## config.mk

```make
export PLATFORM = sky130hd
export DESIGN_NAME = clock_manager_status_config
export DESIGN_NICKNAME = d
export VERILOG_FILES = /design/src/rtl/clock_manager_status_config.v /design/src/rtl/stop_watch.v /design/src/rtl/clock_activity_sync.v
export VERILOG_INCLUDE_DIRS = /design/src /design/src/rtl
export SDC_FILE = /design/constraint.sdc
export NUM_CORES = 1
export LEC_CHECK = 0
export BUFFER_PORTS_ARGS = -buffer_cell sky130_fd_sc_hd__buf_2
export CORE_MARGIN = 2
export CORE_UTILIZATION = 45
export DETAILED_ROUTE_END_ITERATION = 6
export GPL_TIMING_DRIVEN = 0
export MAX_ROUTING_LAYER = met4
export PLACE_DENSITY = 0.71
export SLEW_MARGIN = 20
export SYNTH_ARGS = -nofsm -noshare
export SYNTH_HDL_FRONTEND = slang
export SYNTH_SLANG_ARGS = --single-unit
```

## constraint.sdc

```tcl
create_clock -name clk -period 3.55 [get_ports clk]
set_clock_uncertainty 0.15 [all_clocks]
set_input_delay 0 -clock clk [delete_from_list [all_inputs] [get_ports clk]]
set_output_delay 0 -clock clk [all_outputs]
set_load 0.01 [all_outputs]
```

## src/rtl/clock_manager_consts.vh

```
// Constants for the clock manager status and configuration slice
`ifndef CLOCK_MANAGER_CONSTS_VH
`define CLOCK_MANAGER_CONSTS_VH
// =====================================================================
// Status word layout
`define STAT_WIDTH 16
`define STAT_OVERFLOW_BIT 0
`define STAT_INSTOP_BIT 1
`define STAT_SYNTHSTOP_BIT 2
`define STAT_FBSTOP_BIT 3
`define STAT_ZERO 16'h0000
// =====================================================================
// Stop detection limits: input stop in system-clock cycles, the others in input-clock cycles
`define INSTOP_LIMIT 4'h8
`define FBSTOP_LIMIT 3'h5
`define SYNTHSTOP_LIMIT 9'h101
`define INSTOP_CNT_W 4
`define FBSTOP_CNT_W 3
`define SYNTHSTOP_CNT_W 9
// =====================================================================
// Configuration encodings and defaults
`define FB_ONE_X 1'h1
`define FB_NONE 1'h0
`define DIV_FACTOR_DEF 6'h04
`define DIV_FACTOR_MIN 6'h03
`define DIV_FACTOR_MAX 6'h20
`define DIV_FACTOR_HALF_TOP 6'h0F
`define DIV_FACTOR_HALF_BIT 0
`define SYNTH_DIV_DEF 6'h01
`define SYNTH_DIV_MIN 6'h01
`define SYNTH_DIV_MAX 6'h20
`define SYNTH_MUL_DEF 6'h04
`define SYNTH_MUL_MIN 6'h02
`define SYNTH_MUL_MAX 6'h20
`define PHASE_MODE_NONE 3'h0
`define PHASE_MODE_FIXED 3'h1
`define PHASE_MODE_OFFSET_A 3'h2
`define PHASE_MODE_CENTERED 3'h3
`define PHASE_MODE_DIRECT 3'h4
`define PERIOD_HINT_DEF 16'h0000
`define PERIOD_HINT_BAD 16'hFFFF
`endif

```

## src/rtl/clock_manager_status_config.v

```verilog
// Clock manager status word, reconfiguration handshake and static settings
`timescale 1ns/100ps
`default_nettype none
`include "clock_manager_consts.vh"
module clock_manager_status_config #(
  // Feedback: 1 single-rate, 0 none
  parameter [0:0] FEEDBACK_TYPE = `FB_ONE_X,
  // Divided output factor in half steps (4 means 2.0)
  parameter [5:0] DIVIDED_OUTPUT_FACTOR = `DIV_FACTOR_DEF,
  parameter [5:0] SYNTH_DIVISOR = `SYNTH_DIV_DEF,
  parameter [5:0] SYNTH_MULTIPLIER = `SYNTH_MUL_DEF,
  parameter [0:0] INPUT_HALVING = 1'h0,
  // Period hint in tenths of a nanosecond
  parameter [15:0] INPUT_PERIOD_HINT = `PERIOD_HINT_DEF,
  parameter [2:0] PHASE_OFFSET_MODE = `PHASE_MODE_NONE
) (
  input wire clk,
  input wire reset,
  input wire managerLocked,
  input wire inputClock,
  input wire feedbackClock,
  input wire synthesizedClock,
  input wire phaseLimitHit,
  input wire delayRangeHit,
  input wire reconfigEnable,
  input wire reconfigWriteEnable,
  input wire [6:0] reconfigAddress,
  input wire [15:0] reconfigWriteBus,
  input wire [15:0] reconfigReadData,
  output reg [15:0] statusWord_q,
  output reg reconfigReady_q,
  output reg inputEnable_q,
  output reg unityEnable_q,
  output reg feedbackUsed_q,
  output reg synthRestartBlock_q,
  output reg configError_q
);
  // =====================================================================
  // States of the reconfiguration handshake (one-hot)
  localparam [1:0] ST_IDLE = 2'b01;
  localparam [1:0] ST_ANSWER = 2'b10;

  reg [1:0] state_q;
  reg [1:0] state_d;
  reg [15:0] readHold_q;
  reg halfPhase_q;
  reg overflow_q;
  reg lockMeta_q;
  reg lockSync_q;
  reg phaseMeta_q;
  reg phaseSync_q;
  reg rangeMeta_q;
  reg rangeSync_q;
  wire inToggled;
  wire fbToggled;
  wire fxToggled;
  wire inStopped;
  wire fbStopped;
  wire fxStopped;
  wire inTick;
  wire flagsClear;
  wire factorOk;
  wire divisorOk;
  wire multiplierOk;
  wire modeOk;
  wire hintOk;
  reg [15:0] statusFlags;

  // Range check used on the factor, divisor and multiplier settings
  function inRange;
    input [5:0] value;
    input [5:0] lo;
    input [5:0] hi;
    begin
      inRange = (value >= lo) && (value <= hi);
    end
  endfunction

  // Above the half-step band only whole factors exist, so odd half steps are refused
  function factorLegal;
    input [5:0] halfSteps;
    begin
      factorLegal = inRange(halfSteps, `DIV_FACTOR_MIN, `DIV_FACTOR_MAX)
        && ((halfSteps <= `DIV_FACTOR_HALF_TOP) || !halfSteps[`DIV_FACTOR_HALF_BIT]);
    end
  endfunction

  // =====================================================================
  // Pin synchronisers for clocks under watch
  clock_activity_sync inSync (
    .clk(clk),
    .reset(reset),
    .clockPin(inputClock),
    .toggled_q(inToggled)
  );
  clock_activity_sync fbSync (
    .clk(clk),
    .reset(reset),
    .clockPin(feedbackClock),
    .toggled_q(fbToggled)
  );
  clock_activity_sync fxSync (
    .clk(clk),
    .reset(reset),
    .clockPin(synthesizedClock),
    .toggled_q(fxToggled)
  );

  always @(posedge clk) begin
    if (reset) begin
      lockMeta_q <= 1'b0;
      lockSync_q <= 1'b0;
      phaseMeta_q <= 1'b0;
      phaseSync_q <= 1'b0;
      rangeMeta_q <= 1'b0;
      rangeSync_q <= 1'b0;
    end else begin
      lockMeta_q <= managerLocked;
      lockSync_q <= lockMeta_q;
      phaseMeta_q <= phaseLimitHit;
      phaseSync_q <= phaseMeta_q;
      rangeMeta_q <= delayRangeHit;
      rangeSync_q <= rangeMeta_q;
    end
  end

  assign flagsClear = !lockSync_q;

  // Input-clock edges time the feedback and synthesized watchers; a half-period
  // is counted per toggle, so inTick fires once per input cycle.
  assign inTick = inToggled && halfPhase_q;

  always @(posedge clk) begin
    if (reset) begin
      halfPhase_q <= 1'b0;
    end else if (inToggled) begin
      halfPhase_q <= !halfPhase_q;
    end
  end

  // =====================================================================
  // Stop detectors
  // Input stop, sampled on the system clock as ticks
  stop_watch #(
    .CNT_W(`INSTOP_CNT_W),
    .LIMIT(`INSTOP_LIMIT),
    .STICKY(0)
  ) inWatch (
    .clk(clk),
    .reset(reset),
    .tick(1'b1),
    .toggled(inToggled),
    .clear(flagsClear),
    .stopped_q(inStopped)
  );
  // Feedback stop, single missing edges absorbed
  stop_watch #(
    .CNT_W(`FBSTOP_CNT_W),
    .LIMIT(`FBSTOP_LIMIT),
    .STICKY(0)
  ) fbWatch (
    .clk(clk),
    .reset(reset),
    .tick(inTick),
    .toggled(fbToggled),
    .clear(flagsClear || !feedbackUsed_q),
    .stopped_q(fbStopped)
  );
  stop_watch #(
    .CNT_W(`SYNTHSTOP_CNT_W),
    .LIMIT(`SYNTHSTOP_LIMIT),
    .STICKY(1)
  ) fxWatch (
    .clk(clk),
    .reset(reset),
    .tick(inTick),
    .toggled(fxToggled),
    .clear(flagsClear && !synthRestartBlock_q),
    .stopped_q(fxStopped)
  );

  // =====================================================================
  // Phase overflow flag
  always @(posedge clk) begin
    if (reset || flagsClear) begin
      overflow_q <= 1'b0;
    end else begin
      overflow_q <= phaseSync_q || rangeSync_q;
    end
  end

  always @* begin
    statusFlags = `STAT_ZERO;
    statusFlags[`STAT_OVERFLOW_BIT] = overflow_q;
    // Stop flags masked whenever the synchronised lock is low
    statusFlags[`STAT_INSTOP_BIT] = inStopped && !flagsClear;
    statusFlags[`STAT_SYNTHSTOP_BIT] = fxStopped && !flagsClear;
    statusFlags[`STAT_FBSTOP_BIT] = fbStopped && !flagsClear;
  end

  // =====================================================================
  // Reconfiguration handshake
  always @* begin
    state_d = state_q;
    case (state_q)
      ST_IDLE: begin
        if (reconfigEnable) begin
          state_d = ST_ANSWER;
        end
      end
      // Enable seen here is dropped; the partner must space its requests
      ST_ANSWER: begin
        state_d = ST_IDLE;
      end
      default: begin
        state_d = ST_IDLE;
      end
    endcase
  end

  always @(posedge clk) begin
    if (reset) begin
      state_q <= ST_IDLE;
      reconfigReady_q <= 1'b0;
      readHold_q <= `STAT_ZERO;
      statusWord_q <= `STAT_ZERO;
    end else begin
      state_q <= state_d;
      reconfigReady_q <= (state_q == ST_ANSWER);
      if (state_q == ST_IDLE && reconfigEnable) begin
        readHold_q <= reconfigWriteEnable ? `STAT_ZERO : reconfigReadData;
      end
      if (state_q == ST_ANSWER) begin
        statusWord_q <= readHold_q;
      end else if (!reconfigEnable) begin
        statusWord_q <= statusFlags;
      end
    end
  end

  // =====================================================================
  // Static settings
  always @(posedge clk) begin
    if (reset) begin
      inputEnable_q <= 1'b0;
      unityEnable_q <= 1'b0;
      feedbackUsed_q <= 1'b0;
      synthRestartBlock_q <= 1'b0;
      configError_q <= 1'b0;
    end else begin
      // Halving gates every other input edge
      inputEnable_q <= INPUT_HALVING ? (inToggled && halfPhase_q) : inToggled;
      // Unity clock enabled whenever no input stop is flagged
      unityEnable_q <= !inStopped;
      feedbackUsed_q <= (FEEDBACK_TYPE == `FB_ONE_X);
      // Synthesized clock held off once stopped
      synthRestartBlock_q <= synthRestartBlock_q || fxStopped;
      configError_q <= !(factorOk && divisorOk && multiplierOk && modeOk && hintOk);
    end
  end

  // =====================================================================
  // Setting range checks
  // Half steps to 7.5, whole factors to 16
  assign factorOk = factorLegal(DIVIDED_OUTPUT_FACTOR);
  assign divisorOk = inRange(SYNTH_DIVISOR, `SYNTH_DIV_MIN, `SYNTH_DIV_MAX);
  assign multiplierOk = inRange(SYNTH_MULTIPLIER, `SYNTH_MUL_MIN, `SYNTH_MUL_MAX);
  assign modeOk = (PHASE_OFFSET_MODE <= `PHASE_MODE_DIRECT);
  // All ones cannot be a real period
  assign hintOk = (INPUT_PERIOD_HINT != `PERIOD_HINT_BAD);
endmodule
`default_nettype wire

```

## src/rtl/stop_watch.v

```verilog
// Stop detector: counts sampling ticks since the watched clock last toggled
`timescale 1ns/100ps
`default_nettype none
module stop_watch #(
  parameter CNT_W = 4,
  parameter [CNT_W-1:0] LIMIT = 4'h8,
  parameter STICKY = 0
) (
  input wire clk,
  input wire reset,
  input wire tick,
  input wire toggled,
  input wire clear,
  output reg stopped_q
);
  reg [CNT_W-1:0] idle_q;
  // =====================================================================
  // Idle counter
  always @(posedge clk) begin
    if (reset || clear) begin
      idle_q <= {CNT_W{1'b0}};
      stopped_q <= 1'b0;
    end else begin
      if (toggled) begin
        idle_q <= {CNT_W{1'b0}};
      end else if (tick && idle_q != LIMIT) begin
        idle_q <= idle_q + {{(CNT_W-1){1'b0}}, 1'b1};
      end
      if (idle_q == LIMIT && !toggled) begin
        stopped_q <= 1'b1;
      end else if (toggled && STICKY == 0) begin
        stopped_q <= 1'b0;
      end
    end
  end
endmodule
`default_nettype wire

```

## src/rtl/clock_activity_sync.v

```verilog
// Two-stage synchroniser with toggle detection for a watched clock
`timescale 1ns/100ps
`default_nettype none
module clock_activity_sync (
  input wire clk,
  input wire reset,
  input wire clockPin,
  output reg toggled_q
);
  reg meta_q;
  reg sync_q;
  reg last_q;
  // =====================================================================
  // Synchroniser and edge detector
  always @(posedge clk) begin
    if (reset) begin
      meta_q <= 1'b0;
      sync_q <= 1'b0;
      last_q <= 1'b0;
      toggled_q <= 1'b0;
    end else begin
      meta_q <= clockPin;
      sync_q <= meta_q;
      last_q <= sync_q;
      toggled_q <= sync_q ^ last_q;
    end
  end
endmodule
`default_nettype wire

```

==> results.txt, run 1 <==
- The flow ran to the end, and the final reports show no timing, DRC or antenna violations.
* Mapped cell area: about 2700 um2
- Via count of the first global-routing pass: between 1500 and 2000
- Among all flip-flop cells after synthesis, the most frequent one is sky130_fd_sc_hd__dfxtp_1.
* Fraction of the cycle the final worst path needs: 0.515
- Area of the die: between 6000 and 7000 um2
- Top cell type by total area after synthesis: sky130_fd_sc_hd__dfxtp_1
* Dpl hpwl: roughly 3500 um
* Number of synthesized register bits: 78
* Ratio of cells with drive above 1 in the final layout: 0.209
- Net count of the finished layout: roughly 400
* Final setup vio count: 0
* Endpoint required time on the critical path: 3.68 ns
- Site row count: 28
- The pre-antenna-repair detailed-routing pass consisted of 4 iterations.
- In this run the worst setup path begins at reset.
* Crit Path Max Fanout: 7
* Synthesized netlist cell count: ~250
- The final-report max-slew violation count came to 0.
* P per Cell Area: around 460 nW/um2
* Number of synthesized flops with an enable pin: 0
- Average footprint of a synthesized cell: approximately 11 um2
* Synth top cells by count: sky130_fd_sc_hd__dfxtp_1, sky130_fd_sc_hd__a22o_1, sky130_fd_sc_hd__nor2_1, sky130_fd_sc_hd__nor2b_1, sky130_fd_sc_hd__a21oi_1
* Input/output buffers: 45
- At the pin with the least slew margin, the transition time is about 0.73 ns.
- CP Data Arrival Time: approximately 2.0 ns
* Antenna violations before repair: 0
* Clock latency on the worst-skew pair: 0.34 ns
- After synthesis, the netlist uses 41 different library cells.
- The worst-case IR drop observed on VDD is 0.000222 V.
- Final design area excluding fillers: 3530 um2
- GR Util All Layers: 0.167
- Setup slack on the worst reg-to-reg path comes out at roughly 1.7 ns.
- The initial utilization of the core area, before any placement, comes to 0.462.
- Of the post-synthesis cell area, the dominant cell type holds 0.575.
- Wire length of the first global-routing pass: a little over 8000 um
- Start-to-end type of the worst setup path: in2reg
* Reported leakage power: between 1 and 1.5 nW
* Leftover overflow at the end of global routing: 0
* Startpoint class of the critical path: input port
- Max-slew headroom: 0.511
- Number of max-capacitance violations reported: 0
- Setup repair after global routing left no endpoint under its margin.
- For this block, the routed nets add up to ~5300 um of wire.
- STA classifies the critical path endpoint as a flip-flop.
- Total Power: about 1.6 mW
- For this block, the via count after detailed routing is 2106.
- Fin. Hold Viols: 0
* Num CTS Buffers: 9
- FMAX: 547 MHz
- Minimum period implied by the final worst setup slack: between 1.5 and 2 ns
- Total of warnings raised by yosys: 0
- In the post-synthesis netlist, the cell with the most instances is sky130_fd_sc_hd__dfxtp_1.
- Clk root buf: sky130_fd_sc_hd__clkbuf_8
- Clk pin slew, worst setup/hold paths: 0.08 ns
* Fill cell instance count of the final layout: approximately 530
- Post-detailed-route via-to-cell ratio: approximately 5.0
* I/O pin count: between 70 and 80
* Post-detailed-route count of antenna-violating nets: 0
- # Post-CTS Setup Buffers: 0
* Hold-fix buffers, CTS: 30
* Antenna diodes: 0
* Async set-reset flop share out of synthesis: 0
* Average detailed-routed wire length per instance: ~13 um
* Post-synthesis sequential area ratio: 0.575
* Final GP Congestion: a little over 0.8
* Worst Hold Class: in2reg
- In this run the vertical extent of the chip is ~80 um.
* Accumulated negative setup slack: 0 ns
- The floorplan step set the die width to around 82 um.
* Instance area at placement: between 3000 and 4000 um2
- The number of nets handed over by synthesis was about 310.
* Worst min-delay path startpoint: reconfigWriteEnable
* Layout area overhead: 29.8%
* Synth top area cells: sky130_fd_sc_hd__dfxtp_1, sky130_fd_sc_hd__a22o_1, sky130_fd_sc_hd__nor2b_1
- Area of the core region: just under 6000 um2
- Worst flop-to-flop path startpoint: state_q[1]
* Htree depth: 3
- TritonCTS built the clock tree.
- In the routed design, unresolved DRC markers number 0.
- Maximum buffer depth of the clock tree: 2
- Entering global routing, the biggest net connects 14 pins.
* CTS resizes: 0
- The clock net in this run drives a total of 78 sinks.
* Starting DRT DRC Count: roughly 120
## layer usage
layer / GRT usage / vias up / part of all wire
met1: 0.218 / 992 / 0.48
li1: - / 1075 / -
met2: 0.243 / 31 / 0.47
met3: 0.0374 / 8 / 0.035
met4: 0.0850 / 0 / 0.013
met5: - / - / 0
## flip-flops by register name, summed over array words and instances, names as in the netlist, 2 cells and up
signal	count
fxWatch.idle_q	9
inWatch.idle_q	4
readHold_q	16
state_q	2
statusWord_q	16
fbWatch.idle_q	3
## worst max-delay path: stages
cell,delay [ns]
sky130_fd_sc_hd__dlygate4sd3_1,0.54
sky130_fd_sc_hd__buf_2,0.13
sky130_fd_sc_hd__nand4bb_1,0.24
sky130_fd_sc_hd__nor2_2,0.30
sky130_fd_sc_hd__a22o_1,0.18
sky130_fd_sc_hd__dlygate4sd3_1,0.56
## final cells by class
cell class / instances / area (um2) / area share
plain buffers: 11 / 58.8 / 0.0167
flip-flops and latches: 78 / 1560 / 0.443
multi-input cells: 155 / 1060 / 0.302
repair buffers: 75 / 526 / 0.149
clock inverters: 6 / 62.6 / 0.0177
clock buffers: 10 / 128 / 0.0362
well taps: 75 / 93.8 / 0.0266
inverters: 9 / 33.8 / 0.00958
## power by group
group | internal (mW) | switching [mW]
Combinational | 0.0533 | 0.0394
Clock | 0.322 | 0.311
Sequential | 0.896 | 0.0113
## cell families (layout without fill, tap and decap cells)
kind of cell	Yosys count	in the layout	synth area share
muxes	3	3	0.0111
DFF	78	78	0.575
xor gates and xnor gates	6	6	0.0193
adders and majority gates	6	6	0.0276
and+or+nand+nor	78	78	0.163
other	1	1	0.00138
buffers and inverters	20	111	0.0341
AOI/OAI and AO/OA	61	61	0.169
## stage by stage
stage | hold WS (ns) | utilization | cells | worst slack (ns)
after global placement | 0.0607 | 0.516 | 373 | 1.78
after global routing | 0.0879 | 0.599 | 419 | 1.56
after detailed placement | 0.0617 | 0.516 | 373 | 1.79
final | 0.0846 | 0.599 | 419 | 1.72
after CTS | 0.0729 | 0.599 | 419 | 1.76
after floorplan | -0.0289 | - | 253 | 2.03
## layout by cell type (no fill, tap or decap), types with 2 or more instances in the layout
master and n:
sky130_fd_sc_hd__nand3b_1 7, sky130_fd_sc_hd__a211oi_1 3, sky130_fd_sc_hd__nand2_1 9, sky130_fd_sc_hd__mux2i_1 3
sky130_fd_sc_hd__or4_1 3, sky130_fd_sc_hd__nor2_1 17, sky130_fd_sc_hd__clkbuf_8 9, sky130_fd_sc_hd__ha_1 6
sky130_fd_sc_hd__xnor2_1 5, sky130_fd_sc_hd__clkinv_2 2, sky130_fd_sc_hd__nand3_1 5, sky130_fd_sc_hd__clkbuf_1 5
sky130_fd_sc_hd__a31oi_1 2, sky130_fd_sc_hd__nor2b_1 17, sky130_fd_sc_hd__a21oi_1 12, sky130_fd_sc_hd__clkinvlp_4 3
sky130_fd_sc_hd__a311oi_1 3, sky130_fd_sc_hd__o21ai_0 5, sky130_fd_sc_hd__nand2b_1 2, sky130_fd_sc_hd__o31ai_1 3
sky130_fd_sc_hd__nand4_1 4, sky130_fd_sc_hd__inv_1 9, sky130_fd_sc_hd__or3_1 5, sky130_fd_sc_hd__dlygate4sd3_1 30
sky130_fd_sc_hd__a22o_1 28, sky130_fd_sc_hd__dfxtp_1 78, sky130_fd_sc_hd__buf_2 50
## path summary, 6_finish.rpt
path / endpoint / cells after the start
setup reg to reg: readHold_q[8] / 4
hold reg to reg: phaseSync_q / 1
hold / removal: readHold_q[4] / 4
setup / recovery: readHold_q[8] / 6
(Power assumes the default switching activity.)
==> run 2, diff against run 1 <==
ABC_AREA = 1   (was not set)
PLACE_DENSITY = 0.7   (was 0.71)
clock period = 1.75 ns   (was 3.55 ns; I/O delays follow)
==> run 2 against run 1 <==
Sequential share of layout area shrank 2.7 points. Synthesized cell count grew 45%. Total power grew 120%. Combinational power grew 150%. Global-route usage grew 2.5 points. Design area grew 6.5%. Critical path depth is the same. Largest power group unchanged.
==> results.txt, run 2 <==
* Clk root buf: sky130_fd_sc_hd__clkbuf_8 (unchanged)
- The endpoint of the worst-slack reg-to-reg timing path was fxWatch.idle_q[6] (was readHold_q[8]).
* Power dissipated by switching net loads: 791 uW (was 362 uW)
- GR Util All Layers: 0.192 (was 0.167)
- The largest incremental delay on the critical path came to 0.41 ns (was 0.56 ns).
- The number of sinks driven by the clock tree was 78 (unchanged).
- Minimum period implied by the final worst setup slack: 1.47 ns
- Portion of total power attributed to combinational logic: 0.064 (was 0.057)
- Mapped cell area: 2910 um2 (was 2720 um2)
- Dpl hpwl: 4020 um (was 3520 um)
* Path depth of the worst reg2reg path: 6 (was 4)
- Maximum buffer depth of the clock tree: 2 (unchanged)
- The number of global-route vias before repair was 2416 (was 1833).
* Effective utilization at floorplan: 0.461 (was 0.462)
* # Post-CTS Setup Buffers: 0 (unchanged)
* Worst flop-to-flop path startpoint: fxWatch.idle_q[0] (was state_q[1])
- The setup-violating endpoint count in the final report is 0 (unchanged).
- The utilization after layout was 0.595 (was 0.599).
* Cell internal pwr: 2.77 mW (was 1.27 mW)
- Clock latency on the worst-skew pair: 0.35 ns (was 0.34 ns)
- Outcome: complete, no violations (unchanged).
* Max-slew violation count: 0 (unchanged)
- The max-capacitance violation count came to 0 (unchanged).
- RSZ-0062 raised after global routing: false (unchanged)
* R2R Setup Slk: 0.28 ns (was 1.74 ns)
- Most numerous cell in the Yosys netlist: sky130_fd_sc_hd__dfxtp_1 (unchanged)
* Reported leakage power: 1.69 nW (was 1.46 nW)
- The number of enable-type register cells in the synthesized netlist is 0 (unchanged).
- The critical path capture point is fxWatch.idle_q[6] (was readHold_q[8]).
- Synthesized netlist cell count: 367 (was 253)
- The total die area was 7120 um2 (was 6680 um2).
- The portion of synthesized cell area occupied by the leading cell type was 0.537 (was 0.575).
* Htree depth: 3 (unchanged)
* Ratio of cells with drive above 1 in the final layout: 0.194 (was 0.209)
- Worst Hold Class: in2reg (unchanged)
* Critical path cell sequence: ha_1 -> nand3_1 -> nor2_2 -> nand2_1 -> o21ai_0 -> nor2_1 (was dlygate4sd3_1 -> buf_2 -> nand4bb_1 -> nor2_2 -> a22o_1 -> dlygate4sd3_1)
* Clk pin slew, worst setup/hold paths: 0.08 ns (about the same)
- Final Routed Wirelength: 6140 um (was 5270 um)
* Part of the power in registers: 0.518 (was 0.555)
- Synth top cells by count: sky130_fd_sc_hd__dfxtp_1, sky130_fd_sc_hd__nand2_1, sky130_fd_sc_hd__nor2_1, sky130_fd_sc_hd__nand3_1, sky130_fd_sc_hd__inv_1 (was sky130_fd_sc_hd__dfxtp_1, sky130_fd_sc_hd__a22o_1, sky130_fd_sc_hd__nor2_1, sky130_fd_sc_hd__nor2b_1, sky130_fd_sc_hd__a21oi_1).
* Number of vias in the routed layout: 2572 (was 2106)
* Start-to-end type of the worst setup path: reg2reg (was in2reg)
- Fill cell instance count of the final layout: 595 (was 528)
- Input/output buffers: 46 (was 45)
- The clock tree from TritonCTS was yes (unchanged).
- Post-synthesis sequential area ratio: 0.537 (was 0.575)
- The chip height was 84.4 um (was 81.7 um).
* Post-detailed-route via-to-cell ratio: 4.80 (was 5.03)
- Die X-Extent: 84.4 um (was 81.7 um)
- The cell type of the slowest stage on the worst timing path is sky130_fd_sc_hd__dfxtp_1 (was sky130_fd_sc_hd__dlygate4sd3_1).
- Leftover overflow at the end of global routing: 0 (unchanged)
- Setup Slack @ Placement: 0.282 ns (was 1.79 ns)
- Accumulated negative setup slack: 0 ns (unchanged)
- The number of diodes added for antenna fixing is 0 (unchanged).
* Prevailing post-synth register cell: sky130_fd_sc_hd__dfxtp_1 (unchanged)
- The DRC violation count after routing came to 0 (unchanged).
- Maximum number of pins on one net before global-route repair: 14 (unchanged)
- Number of synthesized register bits: 78 (unchanged)
* Top cell type by total area after synthesis: sky130_fd_sc_hd__dfxtp_1 (unchanged)
- The post-synthesis average cell area came to 7.92 um2 (was 10.7 um2).
- The remaining number of nets flagged by the antenna check after routing was 0 (unchanged).
- The area of the placeable core is 6310 um2 (was 5890 um2).
- Net count of the finished layout: 509 (was 394)
- Total Power: 3.56 mW (was 1.63 mW)
- Layout area overhead: 29.2% (was 29.8%)
* Registers with the most flip-flops: readHold_q: 16 flops, statusWord_q: 16 flops, fxWatch.idle_q: 9 flops (unchanged)
* FMAX: 682 MHz
* CP Data Arrival Time: 1.56 ns (was 1.96 ns)
* Sw Ratio: 0.222 (about the same)
- The maximum VDD drop came to 0.000660 V (was 0.000222 V).
- Final GP Congestion: 0.816 (was 0.812)
- The starting DRC count in detailed routing was 96 (was 121).
* Initial DRT Pass Iterations: 4 (unchanged)
- The commonest non-fill, non-tap cell in the layout was sky130_fd_sc_hd__dfxtp_1 (unchanged).
- Num CTS Buffers: 9 (unchanged)
- The first-pass GRT wire length is 10600 um (was 8280 um).
- Final Worst Setup Slack: 0.284 ns (was 1.72 ns)
- The launching element type of the critical path is a flip-flop (was input port).
- The startpoint of the most critical setup path is fxWatch.idle_q[0] (was reset).
- The data required time at the worst endpoint is 1.85 ns (was 3.68 ns).
* Crit Path Max Fanout: 5 (was 7)
- The average wire per standard cell is 11.4 um (was 12.6 um).
- Most used cells in the layout excluding fill and tap cells: sky130_fd_sc_hd__dfxtp_1, sky130_fd_sc_hd__nand2_1, sky130_fd_sc_hd__buf_2 (was sky130_fd_sc_hd__dfxtp_1, sky130_fd_sc_hd__buf_2, sky130_fd_sc_hd__dlygate4sd3_1).
- Distinct cells, synth: 28 (was 41)
- Fin. Hold Viols: 0 (unchanged)
* Post-synth net total: 422 (was 308)
* Final worst hold slack: 0.145 ns (was 0.0846 ns)
* Async set-reset flop share out of synthesis: 0 (unchanged)
- I/O pin count: 71 (unchanged)
* Site row count: 29 (was 28)
- Antenna violations before repair: 0 (unchanged)
- The proportion of power drawn by the clock network was 0.417 (was 0.388).
- Fraction of the cycle the final worst path needs: 0.838
- The power per unit of standard cell area was 947 nW/um2 (was 463 nW/um2).
- Total of warnings raised by yosys: 0 (unchanged)
* Synth top area cells: sky130_fd_sc_hd__dfxtp_1, sky130_fd_sc_hd__nand2_1, sky130_fd_sc_hd__nand3_1 (was sky130_fd_sc_hd__dfxtp_1, sky130_fd_sc_hd__a22o_1, sky130_fd_sc_hd__nor2b_1)
- The critical path endpoint category was a flip-flop (unchanged).
[run 2: power by group through the flow]
stage / Clock (mW) / Combinational [mW] / Sequential (mW)
after floorplan: 0 / 0.105 / 1.88
after global placement: 0 / 0.171 / 1.88
after detailed placement: 0 / 0.175 / 1.89
after CTS: 1.52 / 0.228 / 1.84
after global routing: 1.60 / 0.257 / 1.85
final: 1.49 / 0.228 / 1.84
[run 2: final cells by class]
class	instances	area [um2]	area share
clock inverters	6	85.1	0.0226
well taps	77	96.3	0.0256
plain buffers	12	67.6	0.0180
multi-input cells	230	1100	0.293
clock buffers	10	138	0.0366
flip-flops and latches	78	1560	0.416
repair buffers	76	531	0.141
inverters	47	176	0.0470
[run 2: worst min-delay path by stage]
stage	from	cells past startpoint	end
after floorplan	reset	1	fxSync.toggled_q
after global placement	phaseLimitHit	3	phaseMeta_q
after detailed placement	managerLocked	3	lockMeta_q
after CTS	reconfigWriteEnable	5	readHold_q[5]
after global routing	reconfigWriteEnable	5	readHold_q[4]
final	reconfigWriteEnable	5	readHold_q[1]
[run 2: worst max-delay path, delay by kind of cell, from the launching register on]
kind,cells,cell delay (ns)
fa+ha+maj,1,0.22
flops,1,0.41
simple gates,4,0.45
compound gates,1,0.15
[run 2: per-layer routing]
metal  track usage  part of all wire
met5             -                 0
met4        0.0476             0.011
met3        0.0688             0.045
met2         0.312              0.49
met1         0.229              0.46
[run 2: cells by family after synthesis]
group / Yosys count / synth area share
and+or+nand+nor: 176 / 0.262
DFF: 78 / 0.537
buffers and inverters: 59 / 0.0839
AOI/OAI and AO/OA: 43 / 0.0779
adders and majority gates: 6 / 0.0258
xor gates and xnor gates: 4 / 0.0120
other: 1 / 0.00129
[run 2: stage by stage]
stage	area [um2]	cells
6_report	3760	536
5_1_grt	3760	536
4_1_cts	3770	537
3_5_place_dp	3230	490
3_3_place_gp	3230	490
2_1_floorplan	2910	367
[run 2: timing repair]
action	4_1_cts	5_1_grt
hold buffers	31	0
endpoints found under the hold margin	30	0
resized for setup	0	1
endpoints found under the setup margin	0	1
